$ cat config.mk
export PLATFORM = sky130hd
export DESIGN_NAME = gpio_bank
export DESIGN_NICKNAME = d
export VERILOG_FILES = /design/src/logic/gpio_bank_pkg.sv /design/src/logic/irq_line_detect.sv /design/src/logic/gpio_bank.sv
export SDC_FILE = /design/constraint.sdc
export NUM_CORES = 1
export LEC_CHECK = 0
export BUFFER_PORTS_ARGS = -buffer_cell sky130_fd_sc_hd__buf_4
export CAP_MARGIN = 5
export CORE_ASPECT_RATIO = 0.9
export CORE_UTILIZATION = 40
export CTS_BUF_LIST = sky130_fd_sc_hd__clkbuf_8 sky130_fd_sc_hd__clkbuf_16
export CTS_CLUSTER_SIZE = 20
export DETAILED_ROUTE_END_ITERATION = 6
export PLACE_DENSITY = 0.7
export SYNTH_ARGS = -nofsm -noshare
export SYNTH_HDL_FRONTEND = slang
export SYNTH_HIERARCHICAL = 1
export SYNTH_SLANG_ARGS = --single-unit
$ cat constraint.sdc
create_clock -name clk_sys -period 7.74 [get_ports clk_sys]
set_input_delay 1.935 -clock clk_sys [delete_from_list [all_inputs] [get_ports clk_sys]]
set_output_delay 1.935 -clock clk_sys [all_outputs]
set_load 0.01 [all_outputs]
$ cat src/logic/gpio_bank_pkg.sv
// Purpose: Shared constants and types for the three-port pin bank
// Assumes: Byte-wide registers on a plain strobe port
// Notes:   Offsets follow the port register map order
`default_nettype none
package gpio_bank_pkg;
    localparam logic [3:0] OFF_A_DATA = 4'h0;
    localparam logic [3:0] OFF_A_DIR  = 4'h1;
    localparam logic [3:0] OFF_A_OPT  = 4'h2;
    localparam logic [3:0] OFF_B_DATA = 4'h4;
    localparam logic [3:0] OFF_B_DIR  = 4'h5;
    localparam logic [3:0] OFF_B_OPT  = 4'h6;
    localparam logic [3:0] OFF_C_DATA = 4'h8;
    localparam logic [3:0] OFF_C_DIR  = 4'h9;
    localparam logic [3:0] OFF_C_OPT  = 4'ha;
    localparam logic [3:0] OFF_POL    = 4'hc;
    localparam logic [7:0] RST_BYTE   = 8'h00;
    localparam logic [1:0] RST_POL    = 2'b00;
    localparam int         POL1_LSB   = 2;
    localparam int         POL0_LSB   = 0;
    localparam int         NPINS      = 22;
    localparam int         PORTA_LSB  = 0;
    localparam int         PORTB_LSB  = 8;
    localparam int         PORTC_LSB  = 16;
    localparam int         PORTC_W    = 6;
    localparam logic [1:0] POL_FALL_LOW = 2'b00;
    localparam logic [1:0] POL_FALL     = 2'b10;
    localparam logic [1:0] POL_RISE     = 2'b01;
    localparam logic [1:0] POL_BOTH     = 2'b11;

    typedef struct packed {
        logic       wr;
        logic       rd;
        logic [3:0] addr;
        logic [7:0] wdata;
    } bus_req_type;

    typedef struct packed {
        logic [21:0] claim;
        logic [21:0] drive;
        logic [21:0] level;
        logic [21:0] push_pull;
    } alt_req_type;
endpackage : gpio_bank_pkg
`default_nettype wire

$ cat src/logic/irq_line_detect.sv
// Purpose: Per-vector event detector with polarity field
// Assumes: Input already synchronised to clk_sys
// Notes:   Pending request clears on any polarity change
`timescale 1ns/1ps
`default_nettype none
module irq_line_detect (
    // Clock and reset
    input  wire logic       clk_sys,
    input  wire logic       resetn,
    input  wire logic       ce,
    // Combined pin level and polarity
    input  wire logic       level,
    input  wire logic       active,
    input  wire logic [1:0] polarity,
    input  wire logic       pol_changed,
    input  wire logic       ack,
    // Request to interrupt controller
    output logic            req
);
    logic prev_r;
    logic req_r;
    logic fell;
    logic rose;
    logic hit;

    assign fell = prev_r & ~level;
    assign rose = ~prev_r & level;
    assign hit  = active & ((polarity == gpio_bank_pkg::POL_FALL_LOW) ? ~level :
                            (polarity == gpio_bank_pkg::POL_FALL) ? fell :
                            (polarity == gpio_bank_pkg::POL_RISE) ? rose :
                            (fell | rose));

    always_ff @(posedge clk_sys or negedge resetn) begin
        if (!resetn) begin
            prev_r <= 1'b1;
            req_r  <= 1'b0;
        end else if (ce) begin
            prev_r <= level;
            if (pol_changed) begin
                req_r <= 1'b0;
            end else if (hit) begin
                req_r <= 1'b1;
            end else if (ack) begin
                req_r <= 1'b0;
            end
        end
    end

    assign req = req_r;

    a_pol_clears: assert property (@(posedge clk_sys) disable iff (!resetn)
        ce && pol_changed |=> !req_r) else $error("request survived polarity change");
endmodule : irq_line_detect
`default_nettype wire

$ cat src/logic/gpio_bank.sv
// Purpose: Three bidirectional pin ports with option, interrupt and alternate logic
// Assumes: One clock; pins synchronised by two flops; pad logic outside
// Notes:   Port A high option bit in output mode is reserved and treated as 0
`timescale 1ns/1ps
`default_nettype none
module gpio_bank #(
    parameter logic [21:0] VEC1_PINS = 22'h3fff00,
    parameter logic [21:0] HAS_OPT   = 22'h3fffff
) (
    // Clock and reset
    input  wire logic                        clk_sys,
    input  wire logic                        resetn,
    input  wire logic                        ce,
    // Register port
    input  wire gpio_bank_pkg::bus_req_type  bus,
    output logic [7:0]                       rdata,
    // Pins
    input  wire logic [21:0]                 pin_in,
    output logic [21:0]                      pin_out,
    output logic [21:0]                      pin_oe,
    output logic [21:0]                      pull_up_en,
    // Peripherals
    input  wire gpio_bank_pkg::alt_req_type  alt,
    output logic [21:0]                      alt_in,
    // Interrupt controller
    input  wire logic [1:0]                  irq_ack,
    output logic [1:0]                       ext_irq_req
);
    localparam int N = gpio_bank_pkg::NPINS;

    initial begin
        if ((VEC1_PINS & ~HAS_OPT) != 22'h000000) begin
            $error("interrupt pins need option bits");
        end
    end

    logic [N-1:0] data_r;
    logic [N-1:0] dir_r;
    logic [N-1:0] opt_r;
    logic [3:0]   pol_r;
    logic [N-1:0] sync1_r;
    logic [N-1:0] sync2_r;
    logic [7:0]   rdata_r;
    logic [N-1:0] out_r;
    logic [N-1:0] oe_r;
    logic [N-1:0] pu_r;
    logic [N-1:0] alt_in_r;

    logic [N-1:0] opt_eff;
    logic [N-1:0] irq_en;
    logic [N-1:0] rd_view;
    logic [N-1:0] out_nxt;
    logic [N-1:0] oe_nxt;
    logic [N-1:0] pu_nxt;
    logic [N-1:0] wmask;
    logic [1:0]   vec_level;
    logic [1:0]   vec_active;
    logic [1:0]   req_w;
    logic [3:0]   pol_nxt;
    logic         pol_wr;
    logic [7:0]   rdata_nxt;
    logic [N-1:0] wbyte;

    // Byte lane mapping of write data across the 22 pins
    assign wbyte = {bus.wdata[gpio_bank_pkg::PORTC_W-1:0], bus.wdata, bus.wdata};
    assign wmask = (bus.addr[3:2] == 2'b00) ? 22'h0000ff :
                   (bus.addr[3:2] == 2'b01) ? 22'h00ff00 :
                   (bus.addr[3:2] == 2'b10) ? 22'h3f0000 : 22'h000000;

    // Configuration registers
    always_ff @(posedge clk_sys or negedge resetn) begin
        if (!resetn) begin
            data_r <= '0;
            dir_r  <= '0;
            opt_r  <= '0;
        end else if (ce && bus.wr) begin
            if (bus.addr[1:0] == 2'b00) begin
                data_r <= (data_r & ~wmask) | (wbyte & wmask);
            end
            if (bus.addr[1:0] == 2'b01) begin
                dir_r <= (dir_r & ~wmask) | (wbyte & wmask);
            end
            if (bus.addr[1:0] == 2'b10) begin
                opt_r <= (opt_r & ~wmask & HAS_OPT) | (wbyte & wmask & HAS_OPT);
            end
        end
    end

    // Polarity register
    assign pol_wr  = ce && bus.wr && (bus.addr == gpio_bank_pkg::OFF_POL);
    assign pol_nxt = bus.wdata[3:0];

    always_ff @(posedge clk_sys or negedge resetn) begin
        if (!resetn) begin
            pol_r <= {gpio_bank_pkg::RST_POL, gpio_bank_pkg::RST_POL};
        end else if (pol_wr) begin
            pol_r <= pol_nxt;
        end
    end

    // Pin synchroniser
    always_ff @(posedge clk_sys or negedge resetn) begin
        if (!resetn) begin
            sync1_r <= '1;
            sync2_r <= '1;
        end else if (ce) begin
            sync1_r <= pin_in;
            sync2_r <= sync1_r;
        end
    end

    // Per-pin drive and interrupt enable
    genvar g;
    generate
        for (g = 0; g < N; g++) begin : g_pin
            assign opt_eff[g] = HAS_OPT[g] & opt_r[g];
            assign irq_en[g]  = ~dir_r[g] & opt_eff[g] & ~alt.claim[g];
            assign rd_view[g] = (dir_r[g] & ~alt.claim[g]) ? data_r[g] : sync2_r[g];
            if (g < gpio_bank_pkg::PORTB_LSB) begin : g_a
                // True open drain only; reserved option treated as 0
                assign out_nxt[g] = 1'b0;
                assign oe_nxt[g]  = alt.claim[g] ? (alt.drive[g] & ~alt.level[g]) :
                                    (dir_r[g] & ~data_r[g]);
                assign pu_nxt[g]  = 1'b0;
            end else begin : g_bc
                assign out_nxt[g] = alt.claim[g] ? alt.level[g] : data_r[g];
                assign oe_nxt[g]  = alt.claim[g] ?
                                    (alt.drive[g] & (alt.push_pull[g] | ~alt.level[g])) :
                                    (dir_r[g] & (opt_eff[g] | ~data_r[g]));
                assign pu_nxt[g]  = ~alt.claim[g] & ~dir_r[g] & opt_eff[g];
            end
        end
    endgenerate

    // Vector combine: disabled pins read as 1 so they do not mask
    assign vec_level[0]  = &(sync2_r | ~(irq_en & ~VEC1_PINS));
    assign vec_level[1]  = &(sync2_r | ~(irq_en & VEC1_PINS));
    assign vec_active[0] = |(irq_en & ~VEC1_PINS);
    assign vec_active[1] = |(irq_en & VEC1_PINS);

    generate
        for (g = 0; g < 2; g++) begin : g_vec
            irq_line_detect u_det (
                .clk_sys     (clk_sys),
                .resetn      (resetn),
                .ce          (ce),
                .level       (vec_level[g]),
                .active      (vec_active[g]),
                .polarity    (pol_r[2*g+1:2*g]),
                .pol_changed (pol_wr && (pol_nxt[2*g+1:2*g] != pol_r[2*g+1:2*g])),
                .ack         (irq_ack[g]),
                .req         (req_w[g])
            );
        end
    endgenerate

    // Read mux
    assign rdata_nxt =
        (bus.addr == gpio_bank_pkg::OFF_A_DATA) ? rd_view[7:0] :
        (bus.addr == gpio_bank_pkg::OFF_A_DIR)  ? dir_r[7:0] :
        (bus.addr == gpio_bank_pkg::OFF_A_OPT)  ? opt_r[7:0] :
        (bus.addr == gpio_bank_pkg::OFF_B_DATA) ? rd_view[15:8] :
        (bus.addr == gpio_bank_pkg::OFF_B_DIR)  ? dir_r[15:8] :
        (bus.addr == gpio_bank_pkg::OFF_B_OPT)  ? opt_r[15:8] :
        (bus.addr == gpio_bank_pkg::OFF_C_DATA) ? {2'b00, rd_view[21:16]} :
        (bus.addr == gpio_bank_pkg::OFF_C_DIR)  ? {2'b00, dir_r[21:16]} :
        (bus.addr == gpio_bank_pkg::OFF_C_OPT)  ? {2'b00, opt_r[21:16]} :
        (bus.addr == gpio_bank_pkg::OFF_POL)    ? {4'h0, pol_r} : 8'h00;

    // Output registers
    always_ff @(posedge clk_sys or negedge resetn) begin
        if (!resetn) begin
            rdata_r  <= gpio_bank_pkg::RST_BYTE;
            out_r    <= '0;
            oe_r     <= '0;
            pu_r     <= '0;
            alt_in_r <= '1;
        end else if (ce) begin
            rdata_r  <= bus.rd ? rdata_nxt : 8'h00;
            out_r    <= out_nxt;
            oe_r     <= oe_nxt;
            pu_r     <= pu_nxt;
            alt_in_r <= sync2_r;
        end
    end

    assign rdata       = rdata_r;
    assign pin_out     = out_r;
    assign pin_oe      = oe_r;
    assign pull_up_en  = pu_r;
    assign alt_in      = alt_in_r;
    assign ext_irq_req = req_w;

    a_dir_reset: assert property (@(posedge clk_sys) disable iff (!resetn)
        $rose(resetn) |-> dir_r == '0) else $error("direction not zero");
    a_out_no_irq: assert property (@(posedge clk_sys) disable iff (!resetn)
        (dir_r & ~irq_en) == dir_r) else $error("output pin interrupt enabled");
    a_rd_latch: assert property (@(posedge clk_sys) disable iff (!resetn)
        ce && bus.rd && bus.addr == gpio_bank_pkg::OFF_B_DATA && dir_r[15:8] == 8'hff
        && alt.claim[15:8] == 8'h00 |=> rdata_r == $past(data_r[15:8]))
        else $error("data read not latch");
    a_write_taken: assert property (@(posedge clk_sys) disable iff (!resetn)
        ce && bus.wr && bus.addr == gpio_bank_pkg::OFF_A_DATA |=> data_r[7:0] == $past(bus.wdata))
        else $error("data write lost");
    a_alt_prio: assert property (@(posedge clk_sys) disable iff (!resetn)
        ce && alt.claim[8] && alt.drive[8] && alt.push_pull[8] |=> oe_r[8])
        else $error("alternate drive ignored");
    a_alt_level: assert property (@(posedge clk_sys) disable iff (!resetn)
        ce && alt.claim[9] |=> out_r[9] == $past(alt.level[9]))
        else $error("alternate level ignored");
    a_od_b: assert property (@(posedge clk_sys) disable iff (!resetn)
        ce && !alt.claim[10] && dir_r[10] && !opt_r[10] && data_r[10] |=> !oe_r[10])
        else $error("open drain drove high");
    a_pa_od: assert property (@(posedge clk_sys) disable iff (!resetn)
        pin_out[7:0] == 8'h00) else $error("port a drove high");
    a_pullup: assert property (@(posedge clk_sys) disable iff (!resetn)
        ce && !alt.claim[12] && !dir_r[12] && opt_r[12] |=> pu_r[12])
        else $error("pull-up missing");

    c_irq0: cover property (@(posedge clk_sys) disable iff (!resetn) $rose(req_w[0]));
    c_irq1: cover property (@(posedge clk_sys) disable iff (!resetn) $rose(req_w[1]));
    c_alt: cover property (@(posedge clk_sys) disable iff (!resetn) alt.claim != '0 && oe_r != '0);
    c_pol: cover property (@(posedge clk_sys) disable iff (!resetn) pol_wr);
endmodule : gpio_bank
`default_nettype wire

# Word-level counts from Yosys, hierarchy flattened
# Cells that the tools add are included.
[op_classes]
eq_ne = 19
n_mux = 84
bitwise_logic = 278
n_reduce_logical = 20
[op_table]
columns = ["op", "n"]
rows = [
  ["bitwise AND 1 bit", 144],
  ["bitwise OR 22 bit", 5],
  ["NOT 1 bit", 92],
  ["bitwise AND 22 bit", 4],
  ["two-way mux 1 bit", 70],
  ["two-way mux 22 bit", 3],
  ["two-way mux 8 bit", 8],
  ["NOT 22 bit", 2],
  ["AND reduction 22 bit", 2],
  ["bitwise OR 1 bit", 30],
  ["NOT 8 -> 22 bit", 1],
  ["== test 4 bit (second input constant)", 4],
  ["OR reduction 14 bit", 1],
  ["== test 4 x 3 -> 1 bit (second input constant)", 3],
  ["two-way mux 6 bit", 2],
  ["AND reduction 2 bit", 5],
  ["== test 2 x 1 -> 1 bit (second input constant)", 4],
  ["== test 2 bit (second input constant)", 4],
  ["logical NOT 2 bit", 4],
  ["OR reduction 8 bit", 1],
  ["nonzero test 3 bit", 2],
  ["== test 4 x 1 -> 1 bit (second input constant)", 1],
  ["== test 4 x 2 -> 1 bit (second input constant)", 1],
  ["logical AND 1 bit", 4],
  ["3 further kinds", 4],
]
[totals]
reg_bits = 198
input_bits = 129

# Depth between registers and ports, before layout
[depth]
depth_word = 15
depth_mapped = 10
mapped_depth_nobuf = 10

# Modules after synthesis
# The synthesis kept the hierarchy.
[by_module_without_submodules]
columns = ["module", "instances", "cells_each", "area_each_um2", "seq_area_each_um2"]
rows = [
  ["gpio_bank", 1, 859, 9475.3, 4937.2],
  ["irq_line_detect", 2, 16, 147.6, 51.3],
]

# Worst setup path before layout
# OpenSTA, ideal clock, no wires.
[synth_timing]
kind = "input to register"
startpoint = "input alt[82] (netlist name)"
endpoint = "register g_vec[1].u_det.req_r"
setup_ps = 76
arrival_ps = 4014
t_required_ps = 7664
path_slack_ps = 3650
stages = 9
path_buffers = 0
path_cell_list = "nor3b_1 -> a22oi_1 -> o221ai_1 -> a2111o_1 -> nor4_1 -> inv_1 -> ha_1 -> mux4_2 -> o21ai_1"
[synth_between]
elab_chain_len = 14
[synth_lines]
columns = ["element", "line", "rtl"]
rows = [
  ["start, declared", "gpio_bank.sv:23", "input wire gpio_bank_pkg::alt_req_type alt,"],
  ["NOT 1 bit *", "gpio_bank.sv:117", "assign irq_en[g] = ~dir_r[g] & opt_eff[g] & ~alt.claim[g];"],
  ["bitwise AND 1 bit *", "gpio_bank.sv:117", ""],
  ["NOT 22 bit *", "gpio_bank.sv:137", "assign vec_level[1] = &(sync2_r | ~(irq_en & VEC1_PINS));"],
  ["bitwise OR 22 bit *", "gpio_bank.sv:137", ""],
  ["AND reduction 22 bit *", "gpio_bank.sv:137", ""],
  ["net vec_level[1]", "gpio_bank.sv:56", "logic [1:0] vec_level;"],
  ["NOT 1 bit", "irq_line_detect.sv:26, irq_line_detect.sv:28", ""],
  ["bitwise AND 1 bit", "irq_line_detect.sv:26", "assign fell = prev_r & ~level;"],
  ["bitwise OR 1 bit", "irq_line_detect.sv:31", "(fell | rose));"],
  ["two-way mux 1 bit", "irq_line_detect.sv:30", "(polarity == gpio_bank_pkg::POL_RISE) ? rose :"],
  ["two-way mux 1 bit", "irq_line_detect.sv:29", "(polarity == gpio_bank_pkg::POL_FALL) ? fell :"],
  ["two-way mux 1 bit *", "irq_line_detect.sv:28", "assign hit = active & ((polarity == gpio_bank_pkg::POL_FALL_LOW) ? ~level :"],
  ["bitwise AND 1 bit *", "irq_line_detect.sv:28", ""],
  ["nonzero test 3 bit (no source line) or two-way mux 1 bit (tied branches)", "n/a", ""],
  ["AND reduction 2 bit (no source line) or two-way mux 1 bit (tied branches)", "n/a", ""],
  ["end signal, assigned", "irq_line_detect.sv:36", "req_r <= 1'b0;"],
  ["end signal, assigned", "irq_line_detect.sv:40", "req_r <= 1'b0;"],
  ["end signal, assigned", "irq_line_detect.sv:42", "req_r <= 1'b1;"],
  ["end, declared", "irq_line_detect.sv:21", "logic req_r;"],
]
# The timed path passes the listed nets; every way through them passes the cells marked *.
# A chain may end at the register's enable or synchronous reset.

# Worst setup path in the final report
# Ends and elaborated chain as after synthesis.

==> impl_metrics.csv <==
group,metric,value,unit
outcome,status,"complete, no violations",
floorplanning,die_area,0.02506,mm2
logic_synthesis,synth_top_family_by_area,"multiplexers",
logic_synthesis,ys_seq_elements,198,
logic_synthesis,synth_fa_ha_area_frac,0.005122,
logic_synthesis,synth_compound_area_frac,0.1332,
final_layout,mostFrequentLayoutCells,"202 x buf_4, 130 x dfrtp_1, 120 x mux2_2, 72 x nor2_1, 69 x nand2_1",
cts,h-tree-depth,4,
cts,cts_setup_buffers,0,
global_routing,grt_pass1_vias,7308,
worst_setup_path,worstSetupEndpointType,"register",
sta,hold_viol,0,
routing,wl,26920,um
final_layout,final_common_cell,"buf_4",
routing,wl_per_cell,19.35,um
logic_synthesis,synth_seq_area_share,0.5158,
logic_synthesis,synthDistinctLibCells,64,
global_routing,antenna_found_initial,0,
cts,holdBufCountCts,0,
worst_setup_path,cp.required,8100,ps
power,power.density,247.0,mW/mm2
floorplanning,num_rows,53,
sta,rsz0062_at_grt,"no",
place,port_buffers,202,
floorplanning,die-height,150.3,um
power,switching_share,0.2979,
run,cap_violations,0,
sta,holdWs,489.2,ps
floorplanning,start_util,0.4127,
cts,cts_resized,0,
worst_setup_path,max_stage_delay,710,ps
logic_synthesis,yosys.area_share.simple,0.1188,
logic_synthesis,synth-main-ff-cell,"dfrtp_1",
worst_setup_path,cp_max_fo,4,
logic_synthesis,synth_xor_xnor_area_share,0.004482,
final_layout,nets,1209,
logic_synthesis,syn-cell-area,0.009771,mm2
worst_setup_path,crit_type,"in -> reg",
logic_synthesis,muxShareOfSynthArea,0.1719,
sta,worst_slack,3500,ps
power,vdd_drop_max,0.1129,mV
final_layout,antenna-diode-count,0,
sta,slew_headroom,0.3100,
power,switching_power,0.8879,mW
power,power,2.981,mW
cts,clk_path_buf_depth,2,
worst_setup_path,startpoint_type,"input port",
routing,drtIter0Drc,629,
sta,worstMarginPinSlew,1035,ps
place,dpl_cell_area,0.01144,mm2
cts,root_buffer,"clkbuf_16",
sta,period_needed,4240,ps
sta,fin_crit_sh,0.5478,
place,post-place-ws,3086,ps
logic_synthesis,syn_inst,891,
worst_setup_path,cp_slowest_cell,"nor4_1",
cts,numClockSinks,198,
routing,drc,0,
global_routing,grt_max_degree,126,
floorplanning,die_x,166.7,um
logic_synthesis,async_flop_share,1.000,
cts,clk_pin_slew,70,ps
power,p_int,2.093,mW
global_routing,grt_pass1_wl,41500,um
power,p_clk_frac,0.320,
power,power_frac_seq,0.469,
final_layout,drive_gt1_frac,0.4105,
floorplanning,core_area,0.02367,mm2
place,gp_congestion,0.9318,
place,dp_hpwl,19600,um
floorplanning,pin_count,227,
power,power.leakage,5.410,nW
global_routing,grt_usage,0.2183,
routing,ant_nets,0,
sta,max_freq,235.8,MHz
logic_synthesis,avgSynthCellArea,10.97,um2
routing,dr.pass1.iters,5,
power,p_comb_frac,0.212,
final_layout,syn_to_final_growth,23.51,%
final_layout,final_area,0.01207,mm2
sta,skew,8.697,ps
global_routing,grt-ovfl-total,0,
cts,clk_latency,440,ps
hold_path,hp-class,"reg -> reg",
final_layout,multiInputGateArea,0.004295,mm2
worst_setup_path,critical_path_arrival,4600,ps
final_layout,seqCellArea,0.005040,mm2
logic_synthesis,yosys_warnings,6,
routing,vias,7565,
sta,setup_violations,0,
routing,vias_per_cell,5.439,
cts,cts_tree,"done",
final_layout,fillers,2113,
cts,cts_made_buffers,17,
worst_setup_path,crit_chain,"buf_4 -> nor3b_1 -> a22oi_1 -> o221ai_1 -> a2111o_1 -> nor4_1 -> inv_1 -> ha_1 -> mux4_2 -> o21ai_1",
sta,setup_tns,0,ps
logic_synthesis,synth_edf_count,0,
sta,slew_violations,0,
## per-stage QoR
stage / std cells / util
final: 1391 / 0.5098
after global routing: 1391 / 0.5098
after CTS: 1391 / 0.5098
after detailed placement: 1359 / 0.4832
after global placement: 1359 / 0.4832
after floorplan: 906 / -
## metal layers
layer,share of wire,GRT usage,vias to the layer above
met5,0,0,-
met4,0.014,0.05741,0
met3,0.066,0.04653,23
met2,0.45,0.3353,286
met1,0.47,0.3129,3730
li1,-,-,3526
## power groups by stage
stage / Clock, mW / Sequential [mW] / Combinational (mW)
4_1_cts: 0.970 / 1.39 / 0.635
3_5_place_dp: 0 / 1.41 / 0.632
2_1_floorplan: 0 / 1.39 / 0.344
3_3_place_gp: 0 / 1.40 / 0.618
6_report: 0.953 / 1.40 / 0.631
5_1_grt: 1.02 / 1.42 / 0.690
## worst max-delay path: cells and delay by family
family          cells  cell delay, ps
mux                 1             460
compound gates      4             890
simple gates        2             790
buf+inv             2             220
fa+ha+maj           1             310
## final cells by class
cell class | instances | area share
Timing Repair Buffer | 204 | 0.1277
Clock inverter | 14 | 0.01576
Tap cell | 302 | 0.03131
Clock buffer | 18 | 0.03639
Multi-Input combinational cell | 606 | 0.3559
Sequential cell | 198 | 0.4176
Inverter | 49 | 0.01524
## worst paths after layout
path                                             from                              to  slack, ps  cells after the start
max                                           alt[82]  g_vec[1].u_det/req$_DFFE_PN0P_       3500                     10
min                        pull_up_en[21]$_DFFE_PN0P_      pull_up_en[21]$_DFFE_PN0P_        490                      2
max reg2reg                   sync2_r[16]$_DFFE_PN1P_  g_vec[1].u_det/req$_DFFE_PN0P_       4580                      9
min reg2reg                pull_up_en[21]$_DFFE_PN0P_      pull_up_en[21]$_DFFE_PN0P_        490                      2
max in group asynchronous                      resetn                       async pin       4480                      2
min in group asynchronous                      resetn                       async pin       1650                      1
## logic make-up (layout without fill, tap and decap cells)
logic type | Yosys count | in the layout
and+or+nand+nor | 225 | 225
AOI/OAI and AO/OA | 206 | 206
DFF | 198 | 198
muxes | 150 | 150
buffers and inverters | 102 | 285
xor gates and xnor gates | 5 | 5
adders and majority gates | 4 | 4
other | 1 | 16
## cells in the mapped netlist (7+ instances only)
master	count	area, um2
dfstp_2	68	1787
a21oi_1	49	245.2
o21ai_0	58	290.3
o221ai_1	7	61.31
o22ai_1	13	81.33
a31oi_1	22	137.6
nand2_1	69	259.0
mux2i_1	26	260.3
o32a_1	7	70.07
mux2_2	120	1351
clkbuf_1	12	45.04
buf_1	12	45.04
nor2_1	72	270.3
o211ai_1	7	52.55
dfrtp_1	130	3253
nand2b_1	34	212.7
inv_1	48	180.2
buf_4	19	142.6
(Power assumes the default switching activity.)
